--- src/shared/adcr_defs.vh ---
`ifndef ADCR_DEFS_VH
`define ADCR_DEFS_VH

// ====================================================================
// register indices (byte address is index times four)
`define ADCR_IDX_VOLCFG      8'h0E
`define ADCR_IDX_SDGROUP     8'h19
`define ADCR_IDX_STARTSTOP   8'h1A
`define ADCR_IDX_INMUX       8'h20
`define ADCR_IDX_LGAININV    8'h26
`define ADCR_IDX_LSCALE      8'h28
`define ADCR_IDX_RANGECTL    8'h46
`define ADCR_IDX_BANKSW      8'h50
`define ADCR_ADDR_W          10

// ====================================================================
// field positions
`define ADCR_VOL_GCOMP_BIT   6
`define ADCR_SS_SE_BIT       7
`define ADCR_RC_SAT_BIT      0
`define ADCR_RC_SUB_BIT      1
`define ADCR_RC_CH3_BIT      2
`define ADCR_RC_CH4_BIT      3
`define ADCR_BS_HPDRC_BIT    6
`define ADCR_BS_HPEQ_BIT     7
`define ADCR_FIX_W           26

// ====================================================================
// write masks (reserved bits stay zero)
`define ADCR_MASK_VOLCFG     8'h40
`define ADCR_MASK_SDGROUP    8'h3F
`define ADCR_MASK_STARTSTOP  8'h9F
`define ADCR_MASK_INMUX      32'h3FFFFFFF
`define ADCR_MASK_FIX        32'h03FFFFFF
`define ADCR_MASK_RANGECTL   8'h0F
`define ADCR_MASK_BANKSW     8'hC7

// ====================================================================
// reset values
`define ADCR_RST_VOLCFG      8'h00
`define ADCR_RST_SDGROUP     8'h00
`define ADCR_RST_STARTSTOP   8'h00
`define ADCR_RST_INMUX       32'h00000000
`define ADCR_RST_FIX         32'h00000000
`define ADCR_RST_RANGECTL    8'h00
`define ADCR_RST_BANKSW      8'h00

// ====================================================================
// bank target codes and source codes
`define ADCR_BANK_LIVE       3'h0
`define ADCR_BANK_1          3'h1
`define ADCR_BANK_2          3'h2
`define ADCR_BANK_3          3'h3
`define ADCR_BANK_AUTO       3'h4
`define ADCR_SRC_ZERO        3'h6
`define ADCR_SRC_BRIDGE      3'h7

`endif

--- src/rtl/adcr_regs.v ---
// Function
// - first loudness filter gain compensation only while 0x0E bit 6 set.
// - 0x26 holds signed 3.23 reciprocal gain in bits 25..0.
// - 0x28 holds 3.23 loudness scale in bits 25..0.
// - 0x46 bit 0 turns satellite range compressor on; off by default.
// - 0x46 bit 1 turns subchannel range compressor on; off by default.
// - bits 2 and 3 couple satellite detection to channels 3 and 4.
// - 0x50 bits 2..0 select live, bank 1..3 or automatic target.
// - 0x50 bit 6 enables headphone range compression.
// - 0x50 bit 7 enables headphone equalization.
// - 0x19 bits 5..0 mark channels 6..1 in the shutdown group.
// - 0x1A bit 7 selects single-ended load operation.
// - 0x1A bits 4..0 set the start/stop ramp period.
// - 0x20 per-channel bit selects three-level modulation when one.
// - 0x20 bits 29..24 invert audio of channels 6..1.
// - three-bit source field selects input or constant zero.
// - channel 5 source code 111 takes inverse of channel 6.
//
// The Wishbone slave port was decided locally.
`timescale 1ns/10ps
`include "adcr_defs.vh"

module adcr_regs (
	input  wire        i_clock,
	input  wire        i_rstn,
	input  wire        i_wb_cyc,
	input  wire        i_wb_stb,
	input  wire        i_wb_we,
	input  wire [9:0]  i_wb_adr,
	input  wire [3:0]  i_wb_sel,
	input  wire [31:0] i_wb_dat,
	output reg  [31:0] o_wb_dat,
	output reg         o_wb_ack,
	output reg         o_wb_err,
	output reg         o_gain_comp_en,
	output reg  [25:0] o_loudness_gain_recip,
	output reg  [25:0] o_loudness_scale,
	output reg         o_sat_drc_en,
	output reg         o_sub_drc_en,
	output reg         o_sat_drc_dep_ch3,
	output reg         o_sat_drc_dep_ch4,
	output reg  [2:0]  o_bank_target,
	output reg         o_bank_auto,
	output reg         o_hp_drc_en,
	output reg         o_hp_eq_en,
	output reg  [5:0]  o_shutdown_group,
	output reg         o_single_ended_load,
	output reg  [4:0]  o_ramp_period,
	output reg  [5:0]  o_three_level,
	output reg  [5:0]  o_invert,
	output reg  [17:0] o_source_sel,
	output reg  [5:0]  o_source_zero,
	output reg         o_ch5_bridge
);

// ====================================================================
// registers
reg [7:0]  volume_config;
reg [7:0]  shutdown_group_membership;
reg [7:0]  start_stop_period;
reg [31:0] input_routing_modulation;
reg [31:0] loudness_gain_reciprocal;
reg [31:0] loudness_scale;
reg [7:0]  range_compressor_control;
reg [7:0]  bank_switch_headphone_ctl;

// ====================================================================
// bus decode
function [3:0] adcr_decode;
	input [9:0] adr;
	begin
		case (adr)
		{`ADCR_IDX_VOLCFG, 2'h0}:    adcr_decode = 4'h1;
		{`ADCR_IDX_SDGROUP, 2'h0}:   adcr_decode = 4'h2;
		{`ADCR_IDX_STARTSTOP, 2'h0}: adcr_decode = 4'h3;
		{`ADCR_IDX_INMUX, 2'h0}:     adcr_decode = 4'h4;
		{`ADCR_IDX_LGAININV, 2'h0}:  adcr_decode = 4'h5;
		{`ADCR_IDX_LSCALE, 2'h0}:    adcr_decode = 4'h6;
		{`ADCR_IDX_RANGECTL, 2'h0}:  adcr_decode = 4'h7;
		{`ADCR_IDX_BANKSW, 2'h0}:    adcr_decode = 4'h8;
		default:                     adcr_decode = 4'h0;
		endcase
	end
endfunction

// byte-lane merge, masked so reserved bits stay zero
function [31:0] adcr_merge;
	input [31:0] old;
	input [31:0] wdat;
	input [3:0]  sel;
	input [31:0] mask;
	integer k;
	begin
		adcr_merge = old;
		for (k = 0; k < 4; k = k + 1) begin
			if (sel[k])
				adcr_merge[k*8 +: 8] = wdat[k*8 +: 8];
		end
		adcr_merge = adcr_merge & mask;
	end
endfunction

wire       req = i_wb_cyc & i_wb_stb & ~o_wb_ack & ~o_wb_err;
wire [3:0] sel_reg = adcr_decode(i_wb_adr);
wire       wr = req & i_wb_we & (sel_reg != 4'h0);

reg [31:0] next_rdata;
always @* begin
	case (sel_reg)
	4'h1:    next_rdata = {24'h000000, volume_config};
	4'h2:    next_rdata = {24'h000000, shutdown_group_membership};
	4'h3:    next_rdata = {24'h000000, start_stop_period};
	4'h4:    next_rdata = input_routing_modulation;
	4'h5:    next_rdata = loudness_gain_reciprocal;
	4'h6:    next_rdata = loudness_scale;
	4'h7:    next_rdata = {24'h000000, range_compressor_control};
	4'h8:    next_rdata = {24'h000000, bank_switch_headphone_ctl};
	default: next_rdata = 32'h00000000;
	endcase
end

// ack one cycle after request; unmapped addresses answer with err
always @(posedge i_clock or negedge i_rstn) begin
	if (!i_rstn) begin
		o_wb_ack <= 1'b0;
	end else begin
		o_wb_ack <= req & (sel_reg != 4'h0);
	end
end

// err instead of ack keeps a stray access from looking like a write
always @(posedge i_clock or negedge i_rstn) begin
	if (!i_rstn) begin
		o_wb_err <= 1'b0;
	end else begin
		o_wb_err <= req & (sel_reg == 4'h0);
	end
end

// read data holds until the next request, so a slow master still sees it
always @(posedge i_clock or negedge i_rstn) begin
	if (!i_rstn) begin
		o_wb_dat <= 32'h00000000;
	end else if (req) begin
		o_wb_dat <= next_rdata;
	end
end

// ====================================================================
// write masks: reserved bits are never stored, so they read back zero
function [31:0] adcr_mask;
	input [3:0] s;
	begin
		case (s)
		4'h1:    adcr_mask = {24'h000000, `ADCR_MASK_VOLCFG};
		4'h2:    adcr_mask = {24'h000000, `ADCR_MASK_SDGROUP};
		4'h3:    adcr_mask = {24'h000000, `ADCR_MASK_STARTSTOP};
		4'h4:    adcr_mask = `ADCR_MASK_INMUX;
		4'h5:    adcr_mask = `ADCR_MASK_FIX;
		4'h6:    adcr_mask = `ADCR_MASK_FIX;
		4'h7:    adcr_mask = {24'h000000, `ADCR_MASK_RANGECTL};
		4'h8:    adcr_mask = {24'h000000, `ADCR_MASK_BANKSW};
		default: adcr_mask = 32'h00000000;
		endcase
	end
endfunction

// old word comes from the read mux, so one merger serves every register
wire [31:0] wr_mask = adcr_mask(sel_reg);
wire [31:0] merged  = adcr_merge(next_rdata, i_wb_dat, i_wb_sel, wr_mask);
wire        wr_vol  = wr & (sel_reg == 4'h1);
wire        wr_sdg  = wr & (sel_reg == 4'h2);
wire        wr_ss   = wr & (sel_reg == 4'h3);
wire        wr_mux  = wr & (sel_reg == 4'h4);
wire        wr_ginv = wr & (sel_reg == 4'h5);
wire        wr_scl  = wr & (sel_reg == 4'h6);
wire        wr_rc   = wr & (sel_reg == 4'h7);
wire        wr_bs   = wr & (sel_reg == 4'h8);

// ====================================================================
// register writes, one flop group per register
// volume config keeps only the compensation enable
always @(posedge i_clock or negedge i_rstn) begin
	if (!i_rstn) begin
		volume_config <= `ADCR_RST_VOLCFG;
	end else if (wr_vol) begin
		volume_config <= merged[7:0];
	end
end

// shutdown group membership
always @(posedge i_clock or negedge i_rstn) begin
	if (!i_rstn) begin
		shutdown_group_membership <= `ADCR_RST_SDGROUP;
	end else if (wr_sdg) begin
		shutdown_group_membership <= merged[7:0];
	end
end

// start/stop period and load type
always @(posedge i_clock or negedge i_rstn) begin
	if (!i_rstn) begin
		start_stop_period <= `ADCR_RST_STARTSTOP;
	end else if (wr_ss) begin
		start_stop_period <= merged[7:0];
	end
end

// input routing and modulation
always @(posedge i_clock or negedge i_rstn) begin
	if (!i_rstn) begin
		input_routing_modulation <= `ADCR_RST_INMUX;
	end else if (wr_mux) begin
		input_routing_modulation <= merged;
	end
end

// reciprocal gain, bits 25..0 stored as written; the filter interprets it
always @(posedge i_clock or negedge i_rstn) begin
	if (!i_rstn) begin
		loudness_gain_reciprocal <= `ADCR_RST_FIX;
	end else if (wr_ginv) begin
		loudness_gain_reciprocal <= merged;
	end
end

// loudness scale
always @(posedge i_clock or negedge i_rstn) begin
	if (!i_rstn) begin
		loudness_scale <= `ADCR_RST_FIX;
	end else if (wr_scl) begin
		loudness_scale <= merged;
	end
end

// range compressor enables and coupling
always @(posedge i_clock or negedge i_rstn) begin
	if (!i_rstn) begin
		range_compressor_control <= `ADCR_RST_RANGECTL;
	end else if (wr_rc) begin
		range_compressor_control <= merged[7:0];
	end
end

// bank switch and headphone enables
always @(posedge i_clock or negedge i_rstn) begin
	if (!i_rstn) begin
		bank_switch_headphone_ctl <= `ADCR_RST_BANKSW;
	end else if (wr_bs) begin
		bank_switch_headphone_ctl <= merged[7:0];
	end
end

// ====================================================================
// decoded controls, registered so every output is a flip-flop
wire [31:0] mux = input_routing_modulation;
wire [2:0]  bank_code = bank_switch_headphone_ctl[2:0];
wire [5:0]  next_three_level;
wire [17:0] next_source_sel;
wire [5:0]  next_source_zero;
wire [5:0]  next_invert;

// channel n (1..6) field sits at nibble 6-n: bit3 mode, bits2..0 source
genvar ch;
generate
	for (ch = 0; ch < 6; ch = ch + 1) begin : g_mode
		assign next_three_level[ch] = mux[(5-ch)*4 + 3];
	end
endgenerate

generate
	for (ch = 0; ch < 6; ch = ch + 1) begin : g_src
		assign next_source_sel[ch*3 +: 3] = mux[(5-ch)*4 +: 3];
	end
endgenerate

// a zero source silences the channel, whatever its other settings
generate
	for (ch = 0; ch < 6; ch = ch + 1) begin : g_zero
		assign next_source_zero[ch] =
			(mux[(5-ch)*4 +: 3] == `ADCR_SRC_ZERO);
	end
endgenerate

// invert bits run upward from channel 1, unlike the source fields
generate
	for (ch = 0; ch < 6; ch = ch + 1) begin : g_inv
		assign next_invert[ch] = mux[24 + ch];
	end
endgenerate

// ====================================================================
// loudness controls
always @(posedge i_clock or negedge i_rstn) begin
	if (!i_rstn) begin
		o_gain_comp_en        <= 1'b0;
		o_loudness_gain_recip <= 26'h0000000;
		o_loudness_scale      <= 26'h0000000;
	end else begin
		o_gain_comp_en <= volume_config[`ADCR_VOL_GCOMP_BIT];
		o_loudness_gain_recip <= loudness_gain_reciprocal[25:0];
		o_loudness_scale <= loudness_scale[25:0];
	end
end

// ====================================================================
// range compressor controls
always @(posedge i_clock or negedge i_rstn) begin
	if (!i_rstn) begin
		o_sat_drc_en      <= 1'b0;
		o_sub_drc_en      <= 1'b0;
		o_sat_drc_dep_ch3 <= 1'b0;
		o_sat_drc_dep_ch4 <= 1'b0;
	end else begin
		o_sat_drc_en <= range_compressor_control[`ADCR_RC_SAT_BIT];
		o_sub_drc_en <= range_compressor_control[`ADCR_RC_SUB_BIT];
		o_sat_drc_dep_ch3 <= range_compressor_control[`ADCR_RC_CH3_BIT];
		o_sat_drc_dep_ch4 <= range_compressor_control[`ADCR_RC_CH4_BIT];
	end
end

// ====================================================================
// bank target and headphone processing
always @(posedge i_clock or negedge i_rstn) begin
	if (!i_rstn) begin
		o_bank_target <= 3'h0;
		o_bank_auto   <= 1'b0;
		o_hp_drc_en   <= 1'b0;
		o_hp_eq_en    <= 1'b0;
	end else begin
		// codes above automatic are treated as live updates
		if (bank_code <= `ADCR_BANK_3)
			o_bank_target <= bank_code;
		else
			o_bank_target <= `ADCR_BANK_LIVE;
		o_bank_auto <= (bank_code == `ADCR_BANK_AUTO);
		o_hp_drc_en <= bank_switch_headphone_ctl[`ADCR_BS_HPDRC_BIT];
		o_hp_eq_en <= bank_switch_headphone_ctl[`ADCR_BS_HPEQ_BIT];
	end
end

// ====================================================================
// shutdown group and start/stop
always @(posedge i_clock or negedge i_rstn) begin
	if (!i_rstn) begin
		o_shutdown_group    <= 6'h00;
		o_single_ended_load <= 1'b0;
		o_ramp_period       <= 5'h00;
	end else begin
		o_shutdown_group <= shutdown_group_membership[5:0];
		o_single_ended_load <= start_stop_period[`ADCR_SS_SE_BIT];
		o_ramp_period <= start_stop_period[4:0];
	end
end

// ====================================================================
// channel routing, inversion and modulation
always @(posedge i_clock or negedge i_rstn) begin
	if (!i_rstn) begin
		o_three_level <= 6'h00;
		o_invert      <= 6'h00;
		o_source_sel  <= 18'h00000;
		o_source_zero <= 6'h00;
		o_ch5_bridge  <= 1'b0;
	end else begin
		o_three_level <= next_three_level;
		o_invert <= next_invert;
		o_source_sel <= next_source_sel;
		o_source_zero <= next_source_zero;
		o_ch5_bridge <= (mux[6:4] == `ADCR_SRC_BRIDGE);
	end
end

endmodule

--- config.mk ---
export PLATFORM = sky130hd
export DESIGN_NAME = adcr_regs
export DESIGN_NICKNAME = d
export VERILOG_FILES = /design/src/rtl/adcr_regs.v
export VERILOG_INCLUDE_DIRS = /design/src /design/src/shared
export SDC_FILE = /design/constraint.sdc
export NUM_CORES = 1
export LEC_CHECK = 0
export BUFFER_PORTS_ARGS = -buffer_cell sky130_fd_sc_hd__buf_2
export CORE_MARGIN = 4
export CORE_UTILIZATION = 59
export CTS_CLUSTER_DIAMETER = 50
export DETAILED_ROUTE_END_ITERATION = 7
export GPL_TIMING_DRIVEN = 1
export PLACE_DENSITY = 0.82
export SETUP_SLACK_MARGIN = 0.2
export SYNTH_ARGS = -nofsm -noshare
export SYNTH_HDL_FRONTEND = slang
export SYNTH_SLANG_ARGS = --single-unit
--- constraint.sdc ---
create_clock -name i_clock -period 5.6 [get_ports i_clock]
set_input_delay 0 -clock i_clock [delete_from_list [all_inputs] [get_ports i_clock]]
set_output_delay 0 -clock i_clock [all_outputs]
set_load 0.01 [all_outputs]
==> impl_metrics.toml <==
[critical_path]
critical_path_class = "flip-flop to flip-flop"
path_max_fanout = 13
arrival_ns = 3.33
crit_required_ns = 6.01
worstReg2RegEnd = "shutdown_group_membership[0]"
ff2ff_setup_slack_ns = 2.68
worstRegToRegCells = 7
cp-end-kind = "flip-flop"
path_cells = "nor4bb_1, buf_4, and2_1, nand2_1, a21oi_1, o31ai_1, dlygate4sd3_1"
cpMaxStageDelayCell = "dlygate4sd3_1"
r2r_start = "o_wb_ack"
slowest_delay_ns = 0.58
start_kind = "flip-flop"

[yosys]
yosysTopAreaCell = "dfrtp_1"
syn_area_per_cell_sq_um = 11.5
synthCells = 913
seq_area_frac_synth_pct = 65.5
synth_warnings = 0
synth_edf_count = 0
ys_types = 80
synthFlopType = "dfrtp_1"
ys_ff_latch = 274
synth.top_cells.by_count = "274 x dfrtp_1, 183 x nand2_1, 104 x o21ai_0"
synth_most_common_cell = "dfrtp_1"
synth-async-reset-ratio_pct = 100
yosys-top-cells-area = "dfrtp_1 65%, nand2_1 6.6%, o21ai_0 5.0%, a222oi_1 2.1%, o21ai_1 1.9%"
yosysTopAreaCellShare_pct = 65.5
synth_area_sq_mm = 0.0105

[sta]
maxSlewHeadroom_pct = 37.0
rsz0062_at_grt = "no"
worst_pin_slew_ns = 0.943
hold_viol_final = 0
finalCritPeriodShare_pct = 52.2
slew_violations = 0
setup_viol = 0
finClkSkew_ns = 0.0102
layout_setup_ws_ns = 2.68
min_period_ns = 2.92
fin_hold_ws_ns = 0.0124
finalSetupTns_ns = 0
fmax_mhz = 342

[floorplan]
start_util_pct = 60.4
io_pins = 197
die_width_um = 141
num_rows = 48
core_area_sq_mm = 0.0174
dieArea_sq_mm = 0.0200
die_h_um = 141

[global_routing]
grt_pass1_vias = 8315
gr-max-usage-layer = "met2"
grt_antenna_before_repair = 0
grtUsageMet3_pct = 5.09
grt_use_met1_pct = 40.9
grtUsageMet2_pct = 46.8
grt_pass1_wl_um = 46000
gr-total-overflow = 0
grtUsageTotal_pct = 29.2
grt_start_max_net_pins = 152

[clocking]
postCtsSetupBuffers = 0
cts_tree = "built"
h-tree-depth = 1
ctsHoldBuffers = 39
clk_latency_ns = 0.53
cts_sinks = 274
cts_buffer_depth = 3
cts.reportedPaths.clkPinSlew_ns = 0.06
root_buffer = "clkbuf_16"
numCtsBuffers = 27
cts_resized = 0

[power]
irDropWorstVdd_mv = 0.207
cellPowerDensity_mw_per_mm2 = 306
power.leakage_nw = 6.39
power_mw = 3.91

[final_layout]
drive_above_1_share_pct = 23.9
nets = 1180
stdcell_area_sq_mm = 0.0128
area_growth_pct = 22.1
n_antenna_cell = 0
fillers = 1192

[min_path]
hold_depth = 4
hp-start = "i_wb_dat[7]"
holdPathEnd = "start_stop_period[7]"
hold_class = "primary input to flip-flop"

[detailed_routing]
first_pass_iters = 7
final_antenna_net_count = 0
via_per_inst = 6.05
drt-initial-drc-count = 998
wl_per_cell_um = 21.2
drt-total-wl_um = 29100
vias = 8305
drc_errors = 0

[place]
place_congestion = 0.973
dp.final_hpwl_um = 18800
dp_slack_ns = 2.71
placed_cell_area_sq_mm = 0.0115
portBuffers = 192

[outcome]
run_status = "finished clean"

[job]
cap_violations = 0
[how the worst max path moves through the flow]
stage	from	endpoint	cells after the start	slack (ns)
floorplan	o_wb_ack	shutdown_group_membership[0]	7	3.54
global placement	i_wb_adr[9]	start_stop_period[2]	8	2.75
detailed placement	i_wb_adr[9]	input_routing_modulation[2]	8	2.71
CTS	o_wb_ack	input_routing_modulation[12]	6	2.71
global route	o_wb_ack	input_routing_modulation[12]	6	2.44
finish	o_wb_ack	shutdown_group_membership[0]	7	2.68
[state kept, by name, indices dropped and copies added, names as in the netlist, 3 cells and up]
signal                     cells
o_wb_dat                      30
loudness_gain_reciprocal      30
loudness_scale                30
o_source_zero                  6
o_shutdown_group               6
o_bank_target                  3
input_routing_modulation      30
bank_switch_headphone_ctl      8
range_compressor_control       8
shutdown_group_membership      8
volume_config                  8
start_stop_period              8
o_source_sel                  18
o_loudness_gain_recip         26
o_three_level                  6
o_ramp_period                  5
o_invert                       6
o_loudness_scale              26
[area by class of cell]
class	count	area [sq um]	area share [%]
Timing Repair Buffer	240	1440	11.3
Multi-Input combinational cell	575	3300	25.8
Clock buffer	35	756	5.91
Clock inverter	12	119	0.929
Tap cell	225	282	2.20
Inverter	11	41.3	0.323
Sequential cell	274	6860	53.6
[logic make-up after synthesis]
kind of cell	after synthesis	synth area share, %
multiplexers	7	0.705
buffers and inverters	66	3.18
AO/OA/AOI/OAI	245	15.3
other	1	0.0358
AND/OR/NAND/NOR	318	15.2
XOR/XNOR	2	0.167
flip-flops	274	65.5
[worst max-delay path, delay by kind of cell (launching register included)]
kind	cells	cell delay, ns
simple gates	3	1.27
buf+inv	2	0.78
flops	1	0.39
compound gates	2	0.36
[through the flow]
stage,util [%],instances
6_report,73.7,1372
3_3_place_gp,66.4,1286
5_1_grt,73.7,1372
4_1_cts,73.7,1372
3_5_place_dp,66.4,1286
2_1_floorplan,-,915
[power breakdown]
group          internal (mW)  total, mW  switching (mW)
clock network           1.01       1.77           0.763
logic                 0.0522      0.160           0.108
registers               1.98       1.99         0.00227
[layout by cell type (no fill, tap or decap), types with 4 or more instances in the layout]
cell type and count:
dfrtp_1 274, buf_2 191, nand2_1 183, o21ai_0 104, o21ai_1 39, dlygate4sd3_1 39
nor2_1 33, clkbuf_16 27, and2_1 25, a222oi_1 22, a21oi_1 14, nor2b_1 10
inv_1 10, a22oi_1 10, nand3_1 8, buf_4 8, and3_1 6, nand2b_1 5
o32ai_1 5, clkbuf_8 5, or3b_2 4, or4b_1 4, and3b_1 4, mux2i_1 4
o211ai_1 4, a32oi_1 4, a22o_1 4, a41oi_1 4, clkinv_2 4
[routing by layer]
layer  share of wire [%]  vias up
li1                    -     3654
met1                  39     4099
met2                  48      464
met3                 9.0       88
met4                 3.5        0
met5                   0        -
No activity file was read; power rests on OpenSTA's default activity.
